### src/logic/sbt_pkg.sv
// package for the split byte timer: register map, fields, reset values
// assumes a 32-bit axi4-lite slave and a single 200 MHz clock
package sbt_pkg;

	// ==========================================================
	// register offsets (byte addresses)
	localparam logic [7:0] SBT_CTRL = 8'h00;
	localparam logic [7:0] SBT_EVCTRL = 8'h04;
	localparam logic [7:0] SBT_INTEN = 8'h08;
	localparam logic [7:0] SBT_FLAGS = 8'h0C;
	localparam logic [7:0] SBT_CNT = 8'h10;
	localparam logic [7:0] SBT_PER = 8'h14;
	localparam logic [7:0] SBT_CMP_LO = 8'h18;
	localparam logic [7:0] SBT_CMP_HI = 8'h1C;

	// ==========================================================
	// field positions
	localparam int SBT_CTRL_SPLIT = 0;
	localparam int SBT_CTRL_CLKSEL_LSB = 1;
	localparam int SBT_CTRL_PRESC_LSB = 4;
	localparam int SBT_CTRL_OUTEN_LSB = 8;
	localparam int SBT_EV_GATE = 0;
	localparam int SBT_FLAG_UNF_LO = 0;
	localparam int SBT_FLAG_UNF_HI = 1;
	localparam int SBT_FLAG_CMP_LSB = 2;

	// ==========================================================
	// reset values
	localparam logic [7:0] SBT_PER_RESET = 8'hFF;
	localparam logic [7:0] SBT_CMP_RESET = 8'h00;
	localparam logic [7:0] SBT_CNT_RESET = 8'hFF;

	// ==========================================================
	// clock source selection
	typedef enum logic [2:0] {
		SBT_SRC_OFF = 3'h0,
		SBT_SRC_PER = 3'h1,
		SBT_SRC_PRESC = 3'h2,
		SBT_SRC_EVENT = 3'h3
	} sbt_src_t;

	typedef struct packed {
		logic [7:0] lo;
		logic [7:0] hi;
	} sbt_pair_t;

	typedef struct packed {
		logic [3:0] cmp_lo;
		logic unf_hi;
		logic unf_lo;
	} sbt_evt_t;

endpackage

### src/logic/sbt_prescaler.sv
// prescaler: divides the peripheral clock into one-cycle enable pulses
// assumes a single clock; the ratio is 2 to the power of sel, capped at 2 to the power of WIDTH
module sbt_prescaler
	import sbt_pkg::*;
#(
	parameter int WIDTH = 10
) (
	// clock and reset
	input wire logic aclk,
	input wire logic aresetn,
	// control
	input wire logic run,
	input wire logic [3:0] sel,
	// enable out
	output logic tick
);

	logic [WIDTH-1:0] count;
	logic [WIDTH-1:0] mask;

	always_comb begin
		mask = WIDTH'((32'h1 << sel) - 32'h1);
	end

	always_ff @(posedge aclk) begin
		if (!aresetn || !run) begin
			count <= '0;
			tick <= 1'b0;
		end else begin
			count <= count + WIDTH'(1);
			tick <= ((count & mask) == mask);
		end
	end

endmodule // sbt_prescaler

### src/logic/sbt_timer.sv
// split byte timer: two 8-bit down counters, eight single-slope pwm pins
// assumes an axi4-lite master and a single clock; events come in synchronous
module sbt_timer
	import sbt_pkg::*;
(
	// clock and reset
	input wire logic aclk,
	input wire logic aresetn,
	// axi4-lite write address and data
	input wire logic [7:0] s_axi_awaddr,
	input wire logic s_axi_awvalid,
	output logic s_axi_awready,
	input wire logic [31:0] s_axi_wdata,
	input wire logic [3:0] s_axi_wstrb,
	input wire logic s_axi_wvalid,
	output logic s_axi_wready,
	// axi4-lite write response
	output logic [1:0] s_axi_bresp,
	output logic s_axi_bvalid,
	input wire logic s_axi_bready,
	// axi4-lite read
	input wire logic [7:0] s_axi_araddr,
	input wire logic s_axi_arvalid,
	output logic s_axi_arready,
	output logic [31:0] s_axi_rdata,
	output logic [1:0] s_axi_rresp,
	output logic s_axi_rvalid,
	input wire logic s_axi_rready,
	// event system
	input wire logic count_event,
	output sbt_evt_t event_out,
	// pwm pins and interrupt requests
	output logic [7:0] pwm_out,
	output logic irq_unf_lo,
	output logic irq_unf_hi,
	output logic [3:0] irq_cmp
);

	// ==========================================================
	// registers
	logic split_en;
	sbt_src_t clk_src;
	logic [3:0] presc_sel;
	logic [7:0] out_en;
	logic ev_gate;
	logic [5:0] int_en;
	logic [5:0] flags;
	sbt_pair_t cnt;
	sbt_pair_t per;
	logic [7:0] cmp [8];
	logic presc_tick;
	logic tick;
	logic [5:0] hw_set;
	logic [5:0] sw_clr;

	function automatic logic [7:0] merge(input logic [7:0] old,
		input logic [31:0] data, input logic [3:0] strb, input int lane);
		merge = strb[lane] ? data[lane*8 +: 8] : old;
	endfunction

	// ==========================================================
	// count tick source
	sbt_prescaler #(.WIDTH(16)) u_presc (
		.aclk(aclk),
		.aresetn(aresetn),
		.run(split_en && clk_src == SBT_SRC_PRESC),
		.sel(presc_sel),
		.tick(presc_tick)
	);

	always_comb begin
		case (clk_src)
			SBT_SRC_PER: tick = 1'b1;
			SBT_SRC_PRESC: tick = presc_tick;
			SBT_SRC_EVENT: tick = count_event;
			default: tick = 1'b0;
		endcase
		// with the gate on, a low event input halts every source except the event source itself
		if (ev_gate && clk_src != SBT_SRC_EVENT && !count_event) begin
			tick = 1'b0;
		end
		if (!split_en) begin
			tick = 1'b0;
		end
	end

	// ==========================================================
	// byte counters
	always_ff @(posedge aclk) begin
		if (!aresetn) begin
			cnt <= {SBT_CNT_RESET, SBT_CNT_RESET};
		end else if (tick) begin
			// shared tick, separate periods
			cnt.lo <= (cnt.lo == 8'h00) ? per.lo : cnt.lo - 8'h01;
			cnt.hi <= (cnt.hi == 8'h00) ? per.hi : cnt.hi - 8'h01;
		end
	end

	// ==========================================================
	// compare and pwm: pin high while count is below compare
	genvar g;
	generate
		for (g = 0; g < 8; g++) begin : g_pwm
			always_ff @(posedge aclk) begin
				if (!aresetn) begin
					pwm_out[g] <= 1'b0;
				end else begin
					pwm_out[g] <= out_en[g] && split_en &&
						(((g < 4) ? cnt.lo : cnt.hi) < cmp[g]);
				end
			end
		end
	endgenerate

	// ==========================================================
	// flags, interrupts and events
	always_comb begin
		hw_set = '0;
		hw_set[SBT_FLAG_UNF_LO] = tick && cnt.lo == 8'h00;
		hw_set[SBT_FLAG_UNF_HI] = tick && cnt.hi == 8'h00;
		for (int i = 0; i < 4; i++) begin
			// high byte matches deliberately never flagged
			hw_set[SBT_FLAG_CMP_LSB+i] = tick && cnt.lo == cmp[i];
		end
		sw_clr = '0;
		if (s_axi_awvalid && s_axi_wvalid && !s_axi_bvalid &&
			s_axi_awaddr == SBT_FLAGS && s_axi_wstrb[0]) begin
			sw_clr = s_axi_wdata[5:0];
		end
	end

	always_ff @(posedge aclk) begin
		if (!aresetn) begin
			flags <= '0;
			event_out <= '0;
			irq_unf_lo <= 1'b0;
			irq_unf_hi <= 1'b0;
			irq_cmp <= '0;
		end else begin
			// set wins over a write-one clear in the same cycle
			flags <= (flags & ~sw_clr) | hw_set;
			event_out <= sbt_evt_t'(hw_set);
			irq_unf_lo <= flags[0] && int_en[0];
			irq_unf_hi <= flags[1] && int_en[1];
			irq_cmp <= flags[5:2] & int_en[5:2];
		end
	end

	// ==========================================================
	// axi4-lite write: takes address and data together, answers next cycle
	always_ff @(posedge aclk) begin
		if (!aresetn) begin
			s_axi_awready <= 1'b0;
			s_axi_wready <= 1'b0;
			s_axi_bvalid <= 1'b0;
			s_axi_bresp <= 2'h0;
			split_en <= 1'b0;
			clk_src <= SBT_SRC_OFF;
			presc_sel <= 4'h0;
			out_en <= 8'h00;
			ev_gate <= 1'b0;
			int_en <= '0;
			per <= {SBT_PER_RESET, SBT_PER_RESET};
			for (int i = 0; i < 8; i++) begin
				cmp[i] <= SBT_CMP_RESET;
			end
		end else begin
			s_axi_awready <= 1'b0;
			s_axi_wready <= 1'b0;
			if (s_axi_bvalid && s_axi_bready) begin
				s_axi_bvalid <= 1'b0;
			end
			if (s_axi_awvalid && s_axi_wvalid && !s_axi_bvalid &&
				!s_axi_awready) begin
				s_axi_awready <= 1'b1;
				s_axi_wready <= 1'b1;
				s_axi_bvalid <= 1'b1;
				s_axi_bresp <= 2'h0;
				case (s_axi_awaddr)
					SBT_CTRL: begin
						if (s_axi_wstrb[0]) begin
							split_en <= s_axi_wdata[SBT_CTRL_SPLIT];
							clk_src <= sbt_src_t'(
								s_axi_wdata[SBT_CTRL_CLKSEL_LSB +: 3]);
							presc_sel <= s_axi_wdata[SBT_CTRL_PRESC_LSB +: 4];
						end
						out_en <= merge(out_en, s_axi_wdata, s_axi_wstrb, 1);
					end
					SBT_EVCTRL: begin
						if (s_axi_wstrb[0]) begin
							ev_gate <= s_axi_wdata[SBT_EV_GATE];
						end
					end
					SBT_INTEN: begin
						if (s_axi_wstrb[0]) begin
							int_en <= s_axi_wdata[5:0];
						end
					end
					SBT_FLAGS: begin
					end
					SBT_PER: begin
						per.lo <= merge(per.lo, s_axi_wdata, s_axi_wstrb, 0);
						per.hi <= merge(per.hi, s_axi_wdata, s_axi_wstrb, 1);
					end
					SBT_CMP_LO: begin
						for (int i = 0; i < 4; i++) begin
							cmp[i] <= merge(cmp[i], s_axi_wdata, s_axi_wstrb, i);
						end
					end
					SBT_CMP_HI: begin
						for (int i = 0; i < 4; i++) begin
							cmp[4+i] <= merge(cmp[4+i], s_axi_wdata,
								s_axi_wstrb, i);
						end
					end
					default: s_axi_bresp <= 2'h2;
				endcase
			end
		end
	end

	// ==========================================================
	// axi4-lite read: answers one cycle after the address is taken
	always_ff @(posedge aclk) begin
		if (!aresetn) begin
			s_axi_arready <= 1'b0;
			s_axi_rvalid <= 1'b0;
			s_axi_rdata <= 32'h0;
			s_axi_rresp <= 2'h0;
		end else begin
			s_axi_arready <= 1'b0;
			if (s_axi_rvalid && s_axi_rready) begin
				s_axi_rvalid <= 1'b0;
			end
			if (s_axi_arvalid && !s_axi_rvalid && !s_axi_arready) begin
				s_axi_arready <= 1'b1;
				s_axi_rvalid <= 1'b1;
				s_axi_rresp <= 2'h0;
				s_axi_rdata <= 32'h0;
				case (s_axi_araddr)
					SBT_CTRL: s_axi_rdata <= {16'h0, out_en, presc_sel,
						clk_src, split_en};
					SBT_EVCTRL: s_axi_rdata <= {31'h0, ev_gate};
					SBT_INTEN: s_axi_rdata <= {26'h0, int_en};
					SBT_FLAGS: s_axi_rdata <= {26'h0, flags};
					SBT_CNT: s_axi_rdata <= {16'h0, cnt.hi, cnt.lo};
					SBT_PER: s_axi_rdata <= {16'h0, per.hi, per.lo};
					SBT_CMP_LO: s_axi_rdata <= {cmp[3], cmp[2], cmp[1], cmp[0]};
					SBT_CMP_HI: s_axi_rdata <= {cmp[7], cmp[6], cmp[5], cmp[4]};
					default: s_axi_rresp <= 2'h2;
				endcase
			end
		end
	end

endmodule // sbt_timer

### config.mk
export PLATFORM = sky130hd
export DESIGN_NAME = sbt_timer
export DESIGN_NICKNAME = d
export VERILOG_FILES = /design/src/logic/sbt_pkg.sv /design/src/logic/sbt_prescaler.sv /design/src/logic/sbt_timer.sv
export SDC_FILE = /design/constraint.sdc
export NUM_CORES = 1
export LEC_CHECK = 0
export ABC_AREA = 1
export BUFFER_PORTS_ARGS = -buffer_cell sky130_fd_sc_hd__buf_2
export CORE_ASPECT_RATIO = 0.8
export CORE_MARGIN = 10
export CORE_UTILIZATION = 50
export CTS_CLUSTER_SIZE = 12
export DETAILED_ROUTE_END_ITERATION = 12
export GPL_TIMING_DRIVEN = 0
export PLACE_DENSITY_LB_ADDON = 0.08
export REMOVE_ABC_BUFFERS = 1
export SLEW_MARGIN = 5
export SYNTH_ARGS = -nofsm -noshare
export SYNTH_HDL_FRONTEND = slang
export SYNTH_SLANG_ARGS = --single-unit
### constraint.sdc
create_clock -name aclk -period 1.9 [get_ports aclk]
set_clock_uncertainty 0.2 [all_clocks]
set_input_delay 0.285 -clock aclk [delete_from_list [all_inputs] [get_ports aclk]]
set_output_delay 0.285 -clock aclk [all_outputs]
set_load 0.01 [all_outputs]
======== Word level (Yosys, flattened, before mapping) ========
Memory sizes are Yosys's and may differ from the RTL's.
Index checks and enable logic that the tools add are counted.
storage, ports and cells
  memories ................................ 1
  bits in registers ....................... 138
  word-level logic and storage cells ...... 181
  bits in writable memories ............... 64
  bits of input ports ..................... 60
cells by class
  magnitude comparators ................... 8
  shift-type cells ........................ 1
  eq/ne operators ......................... 22
  reduce and logical (&&, ||, !) cells .... 58
  bitwise operators ....................... 13
  add/sub/neg operators ................... 4
  multiplexer cells ....................... 40
memory list
  name  words  bits a word  read ports  clocked after memory_dff  wr ports  RTL line         text
  cmp   8      8            8           0                         8         sbt_timer.sv:50  logic [7:0] cmp [8];
operators by type and width
  operator               number
  $pmux 32 s8            1
  $mux 8                 18
  $lt 8x8->1             8
  $eq 8x5->1 const B     7
  $logic_and 1x1->1      36
  $eq 8x4->1 const B     4
  $eq 8x8->1             4
  $logic_not 8->1        4
  $reduce_and 3->1       6
  $mux 1                 17
  $add 16x1->16 const B  1
  $and 16x16->16         1
  $eq 16x16->1           1
  $eq 8x3->1 const B     2
  $shl 1x4->16 const A   1
  $sub 16x1->16 const B  1
  $sub 8x1->8 const B    2
  $or 1x1->1             8
  $reduce_or 8->1        1
  $logic_not 1->1        7
  $reduce_or 7->1        1
  $and 6x6->6            1
  $eq 3x2->1 const B     2
  $mux 6                 1
  other kinds (9)        11

======== Logic depth before layout (Yosys ltp) ========
  depth after elaboration ................. 8
  depth in mapped cells ................... 11
  depth with buffers taken out ............ 11

======== Modules after synthesis ========
Synthesis repeated with hierarchy kept, for this count alone.
second synthesis, totals
  cell total of the unflattened synthesis .. 1,366
  area, all modules ....................... 10,585.2 um^2
by module, submodules not included
  module         cells an instance  sequential area each (um^2)  instances  area an instance (um^2)
  sbt_timer      1,201              4,304.1                      1          9,567.9
  sbt_prescaler  165                320.3                        1          1,017.2

======== Worst setup path before layout ========
Ideal clock, no wire load.
  path kind ............................... register to register
  start ................................... register s_axi_bvalid
  end ..................................... memory cmp[1][2] (netlist: cmp[0][10]) (enable)
  library setup time ...................... 0.384 ns
  arrival ................................. 1.469 ns
  path slack .............................. -0.153 ns
  stages on the path, launching flop included .. 5
  buffers on the path ..................... 0
  clock period less this slack ............ 2.053 ns
  cells stage by stage .................... dfxtp_1 > nand3b_4 > nor2_8 > nand3_1 > o21ai_0
RTL lines
  what                    RTL line          text
  from (decl)             sbt_timer.sv:19   output logic s_axi_bvalid,
  from (signal assigned)  sbt_timer.sv:155  s_axi_bvalid <= 1'b0;
  from (signal assigned)  sbt_timer.sv:171  s_axi_bvalid <= 1'b0;
  from (signal assigned)  sbt_timer.sv:177  s_axi_bvalid <= 1'b1;
  to (decl)               sbt_timer.sv:50

======== Worst setup path in the final report ========
  start ................................... register split_en
  end ..................................... register flags[0]
between the ends
  longest elaborated chain between the ends .. 3
RTL lines
  what                    RTL line          text
  from (decl)             sbt_timer.sv:41   logic split_en;
  from (signal assigned)  sbt_timer.sv:182  split_en <= s_axi_wdata[SBT_CTRL_SPLIT];
  $mux 1                  sbt_timer.sv:82   if (!split_en) begin
  $logic_and 1x1->1       sbt_timer.sv:119  hw_set[SBT_FLAG_UNF_LO] = tick && cnt.lo == 8'h00;
  $or 6x6->6              sbt_timer.sv:141  flags <= (flags & ~sw_clr) | hw_set;
  to (signal assigned)    sbt_timer.sv:141
  to (decl)               sbt_timer.sv:47   logic [5:0] flags;
Every way passes these cells.
A chain may end at the register's enable or synchronous reset.

==> results.txt <==
TritonCTS built the clock tree. The global router's overall resource usage came out at 0.249. The clock transition at the registers of the reported paths came out at 0.08 ns. CTS built an H-tree with a depth of 4. Synthesis produced a netlist whose cell count is 1,358. The tool flagged a number of max-cap violations equal to 0. The delay of the slowest cell on the worst path is 0.45 ns.

The total clock buffers created by CTS is 17. The slowest stage of the critical path is the sky130_fd_sc_hd__dfxtp_2 cell. The power density over the cells is 695 nW/um^2. The Yosys step of the flow raised 0 warnings. The critical path buffer and inverter count is 1. After detailed routing, the average wire length per cell comes to 20.1 um. The tightest min-delay check is of the in2reg type.

The post-synthesis cell type count came out at 46. The number of global-route vias before repair is 9,252. Among all flip-flop cells after synthesis, the most frequent one is sky130_fd_sc_hd__dfxtp_1. For this block, wires on met1 add up to 15,200 um.

The library cell used most frequently in the layout, excluding fill and tap cells, is sky130_fd_sc_hd__nand2_1. The top-level port count is 121. The sequential element share of the synthesized area came out at 0.433. The HPWL reported at the end of detailed placement came out at 23,100 um. After detailed routing, the total wire length is 35,900 um. The total met3 wirelength after detailed routing is 3430 um. The total global routing overflow came out at 0. The number of vias after detailed routing came out at 9,900. The worst setup path is captured at a register. After synthesis, the share of flip-flops with an asynchronous set or reset is 0. The initial antenna violation count is 0. The highest layer used for signal routing is met4. The number of enable flip-flop cells after synthesis is 64.

The worst slew margin relative to its limit came out at 0.386. The number of buffers added on ports is 118. The register cell area after layout is 4660 um^2. Routability-driven placement finished with a final weighted congestion of 0.870. The post-placement cell count is 1,693. The clock drives 199 sinks.

The post-route minimum period is 1.91 ns. The cell family contributing the most delay on the critical path is compound AO/OA/AOI/OAI gates. The antenna cell count is 0. The start-to-end type of the worst setup path is reg2reg.

The synthesis-to-layout area growth came out at 20.1%. The actual slew at the worst max-slew pin came out at 0.920 ns. The count of final max-slew check failures came out at 0. The average vias per placed instance is 5.54. The worst endpoint data arrival time came out at 2.08 ns. The highest achievable clock rate came out at 0.523 GHz.

The final count of hold timing violations is 0. The post-synth design cell area came out at 10,700 um^2. Setup repair after global routing could not meet its margin everywhere. The detailed router's first-iteration violation count came out at 1,060. The worst-case vdd ir drop came out at 0.000644 V. The first-pass GRT wire length is 52,900 um. The leakage dissipation is 5.84 nW. The die covers 27,600 um^2. In this run the remaining antenna-violating nets after routing total 0. The final worst-path setup slack is -0.0125 ns. The total DRC errors in the routed layout is 0. The checks that failed: negative setup slack. The number of fill cells is 1,868.

The chip width is 183 um. The maximum number of pins on one net before global-route repair came out at 43. The number of detailed-routing iterations run before antenna repair is 6. The flow ran to the end, but the final reports show violations. The root buffer cell is sky130_fd_sc_hd__clkbuf_16. The portion of the clock cycle consumed by the worst path in the final layout came out at 1.01.

Summing all multi-input logic gate instances after layout gives 5300 um^2. The starting density of the core is 0.513. At the worst endpoint, the required time is 2.07 ns. In the final layout, the share of cells above drive strength 1 is 0.193. The die boundary height came out at 151 um. The worst setup path is launched from a register. The largest fanout of any net on the critical path is 6. The post-synthesis area per instance is 7.86 um^2. At the later pin of the worst-skew pair, clock insertion delay measures 0.45 ns. Once layout is complete, the utilization of the core stands at 0.616.

Leaving out fill and tap cells, the most frequent cells in the layout are 254 x sky130_fd_sc_hd__nand2_1, 181 x sky130_fd_sc_hd__inv_1, 128 x sky130_fd_sc_hd__nor2_1. In the detailed route, the total length drawn on met2 is 16,600 um. The core area is 20,800 um^2. The floorplan row count is 47. The final non-filler cell total came out at 1,786.

Setup violations remaining at the end of the flow were counted as 5. The count of state elements after synthesis came out at 199. The signal on the critical path passes through o21ai_0 > a21oi_2 > nand3_4 > nor2_4 > inv_1 > o22ai_1. The post-layout net count came out at 1,628. Counting along the longest clock path gives a buffer depth of 2.
-- worst paths after layout --
kind                  start      endpoint  slack [ns]  cells past startpoint
min          s_axi_wdata[7]  presc_sel[3]       0.003                      3
max reg2reg        split_en      flags[0]       -0.01                      6
min reg2reg       int_en[4]    irq_cmp[2]        0.26                      2
max                split_en      flags[0]       -0.01                      6
-- state kept, by name, indices dropped and copies added (netlist names), 6 cells and up --
name	flops
cmp	64
out_en	8
flags	6
int_en	6
event_out	6
u_presc.count	15
cnt	16
s_axi_rdata	32
per	16
pwm_out	8
-- power by group --
group	switching, mW	total [mW]	internal [mW]	leakage (nW)
combinational	0.490	0.754	0.264	3.83
sequential	0.0398	4.49	4.45	1.73
clock	1.84	3.66	1.82	0.289
total	2.37	8.90	6.53	5.84
-- worst reg2reg max path: stages (launching register included) --
cell                      delay, ns
sky130_fd_sc_hd__dfxtp_2       0.45
sky130_fd_sc_hd__o21ai_0       0.17
sky130_fd_sc_hd__a21oi_2       0.20
sky130_fd_sc_hd__nand3_4       0.19
sky130_fd_sc_hd__nor2_4        0.29
sky130_fd_sc_hd__inv_1         0.18
sky130_fd_sc_hd__o22ai_1       0.15
-- synth_stat cells, types with 2 or more instances --
cell,n,area (um^2)
sky130_fd_sc_hd__a211oi_1,2,15.0
sky130_fd_sc_hd__a21o_1,4,30.0
sky130_fd_sc_hd__a21oi_1,99,495
sky130_fd_sc_hd__a311oi_1,3,26.3
sky130_fd_sc_hd__buf_1,2,7.51
sky130_fd_sc_hd__buf_2,25,125
sky130_fd_sc_hd__buf_4,9,67.6
sky130_fd_sc_hd__buf_6,9,101
sky130_fd_sc_hd__clkbuf_1,9,33.8
sky130_fd_sc_hd__dfxtp_1,135,2700
sky130_fd_sc_hd__edfxtp_1,64,1920
sky130_fd_sc_hd__ha_1,64,801
sky130_fd_sc_hd__inv_1,184,691
sky130_fd_sc_hd__inv_2,8,30.0
sky130_fd_sc_hd__nand2_1,258,968
sky130_fd_sc_hd__nand2_2,8,50.1
sky130_fd_sc_hd__nand3_1,117,586
sky130_fd_sc_hd__nand3_2,2,20.0
sky130_fd_sc_hd__nand3b_1,4,30.0
sky130_fd_sc_hd__nand4_1,16,100
sky130_fd_sc_hd__nand4_2,2,25.0
sky130_fd_sc_hd__nor2_1,135,507
sky130_fd_sc_hd__nor2_2,4,25.0
sky130_fd_sc_hd__nor2_4,10,113
sky130_fd_sc_hd__nor3_1,11,55.1
sky130_fd_sc_hd__nor3_2,2,20.0
sky130_fd_sc_hd__o211ai_1,11,82.6
sky130_fd_sc_hd__o211ai_2,16,200
sky130_fd_sc_hd__o21ai_0,79,395
sky130_fd_sc_hd__o21ai_1,22,110
sky130_fd_sc_hd__o22ai_1,23,144
sky130_fd_sc_hd__or2_2,5,31.3
sky130_fd_sc_hd__xor2_1,3,26.3
-- through the flow --
stage               TNS [ns]  setup slack, ns  instance area (um^2)  hold WS (ns)  power (mW)
CTS                    -5.91           -0.122                 12500       0.00363        8.85
detailed placement   -145.91            -1.26                 11300         0.245        5.17
global route          -0.556          -0.0650                 12800        0.0243        9.16
finish               -0.0303          -0.0125                 12800       0.00260        8.90
global placement     -470.49            -3.51                 11300         0.250        5.14
floorplan             -29.26           -0.462                 10300         0.161        4.90
-- layout make-up --
class,count,share of cell area
Timing Repair Buffer,174,0.0928
Tap cell,269,0.0263
Sequential cell,199,0.364
Multi-Input combinational cell,918,0.413
Clock buffer,18,0.0351
Clock inverter,14,0.0101
Inverter,194,0.0587
-- repair_timing --
item	4_1_cts	5_1_grt
hold endpoints to repair	60	0
resized for setup	57	39
setup endpoints to repair	173	150
pin swaps	10	12
buffers inserted	11	12
cloned	4	3
hold buffers	31	0
-- cells by family after synthesis --
| logic type | Yosys count | share of synthesized area |
|---|---|---|
| adders and majority gates | 64 | 0.0750 |
| xor gates and xnor gates | 4 | 0.00328 |
| and+or+nand+nor | 580 | 0.246 |
| other | 1 | 0.000351 |
| DFF | 199 | 0.433 |
| AOI/OAI and AO/OA | 261 | 0.142 |
| buffers and inverters | 249 | 0.100 |
-- metal layers --
layer,GRT usage,vias to the layer above
met4,0.0687,0
li1,-,4817
met1,0.329,4587
met2,0.403,453
met5,0,-
met3,0.0537,43
(Power assumes the default switching activity.)
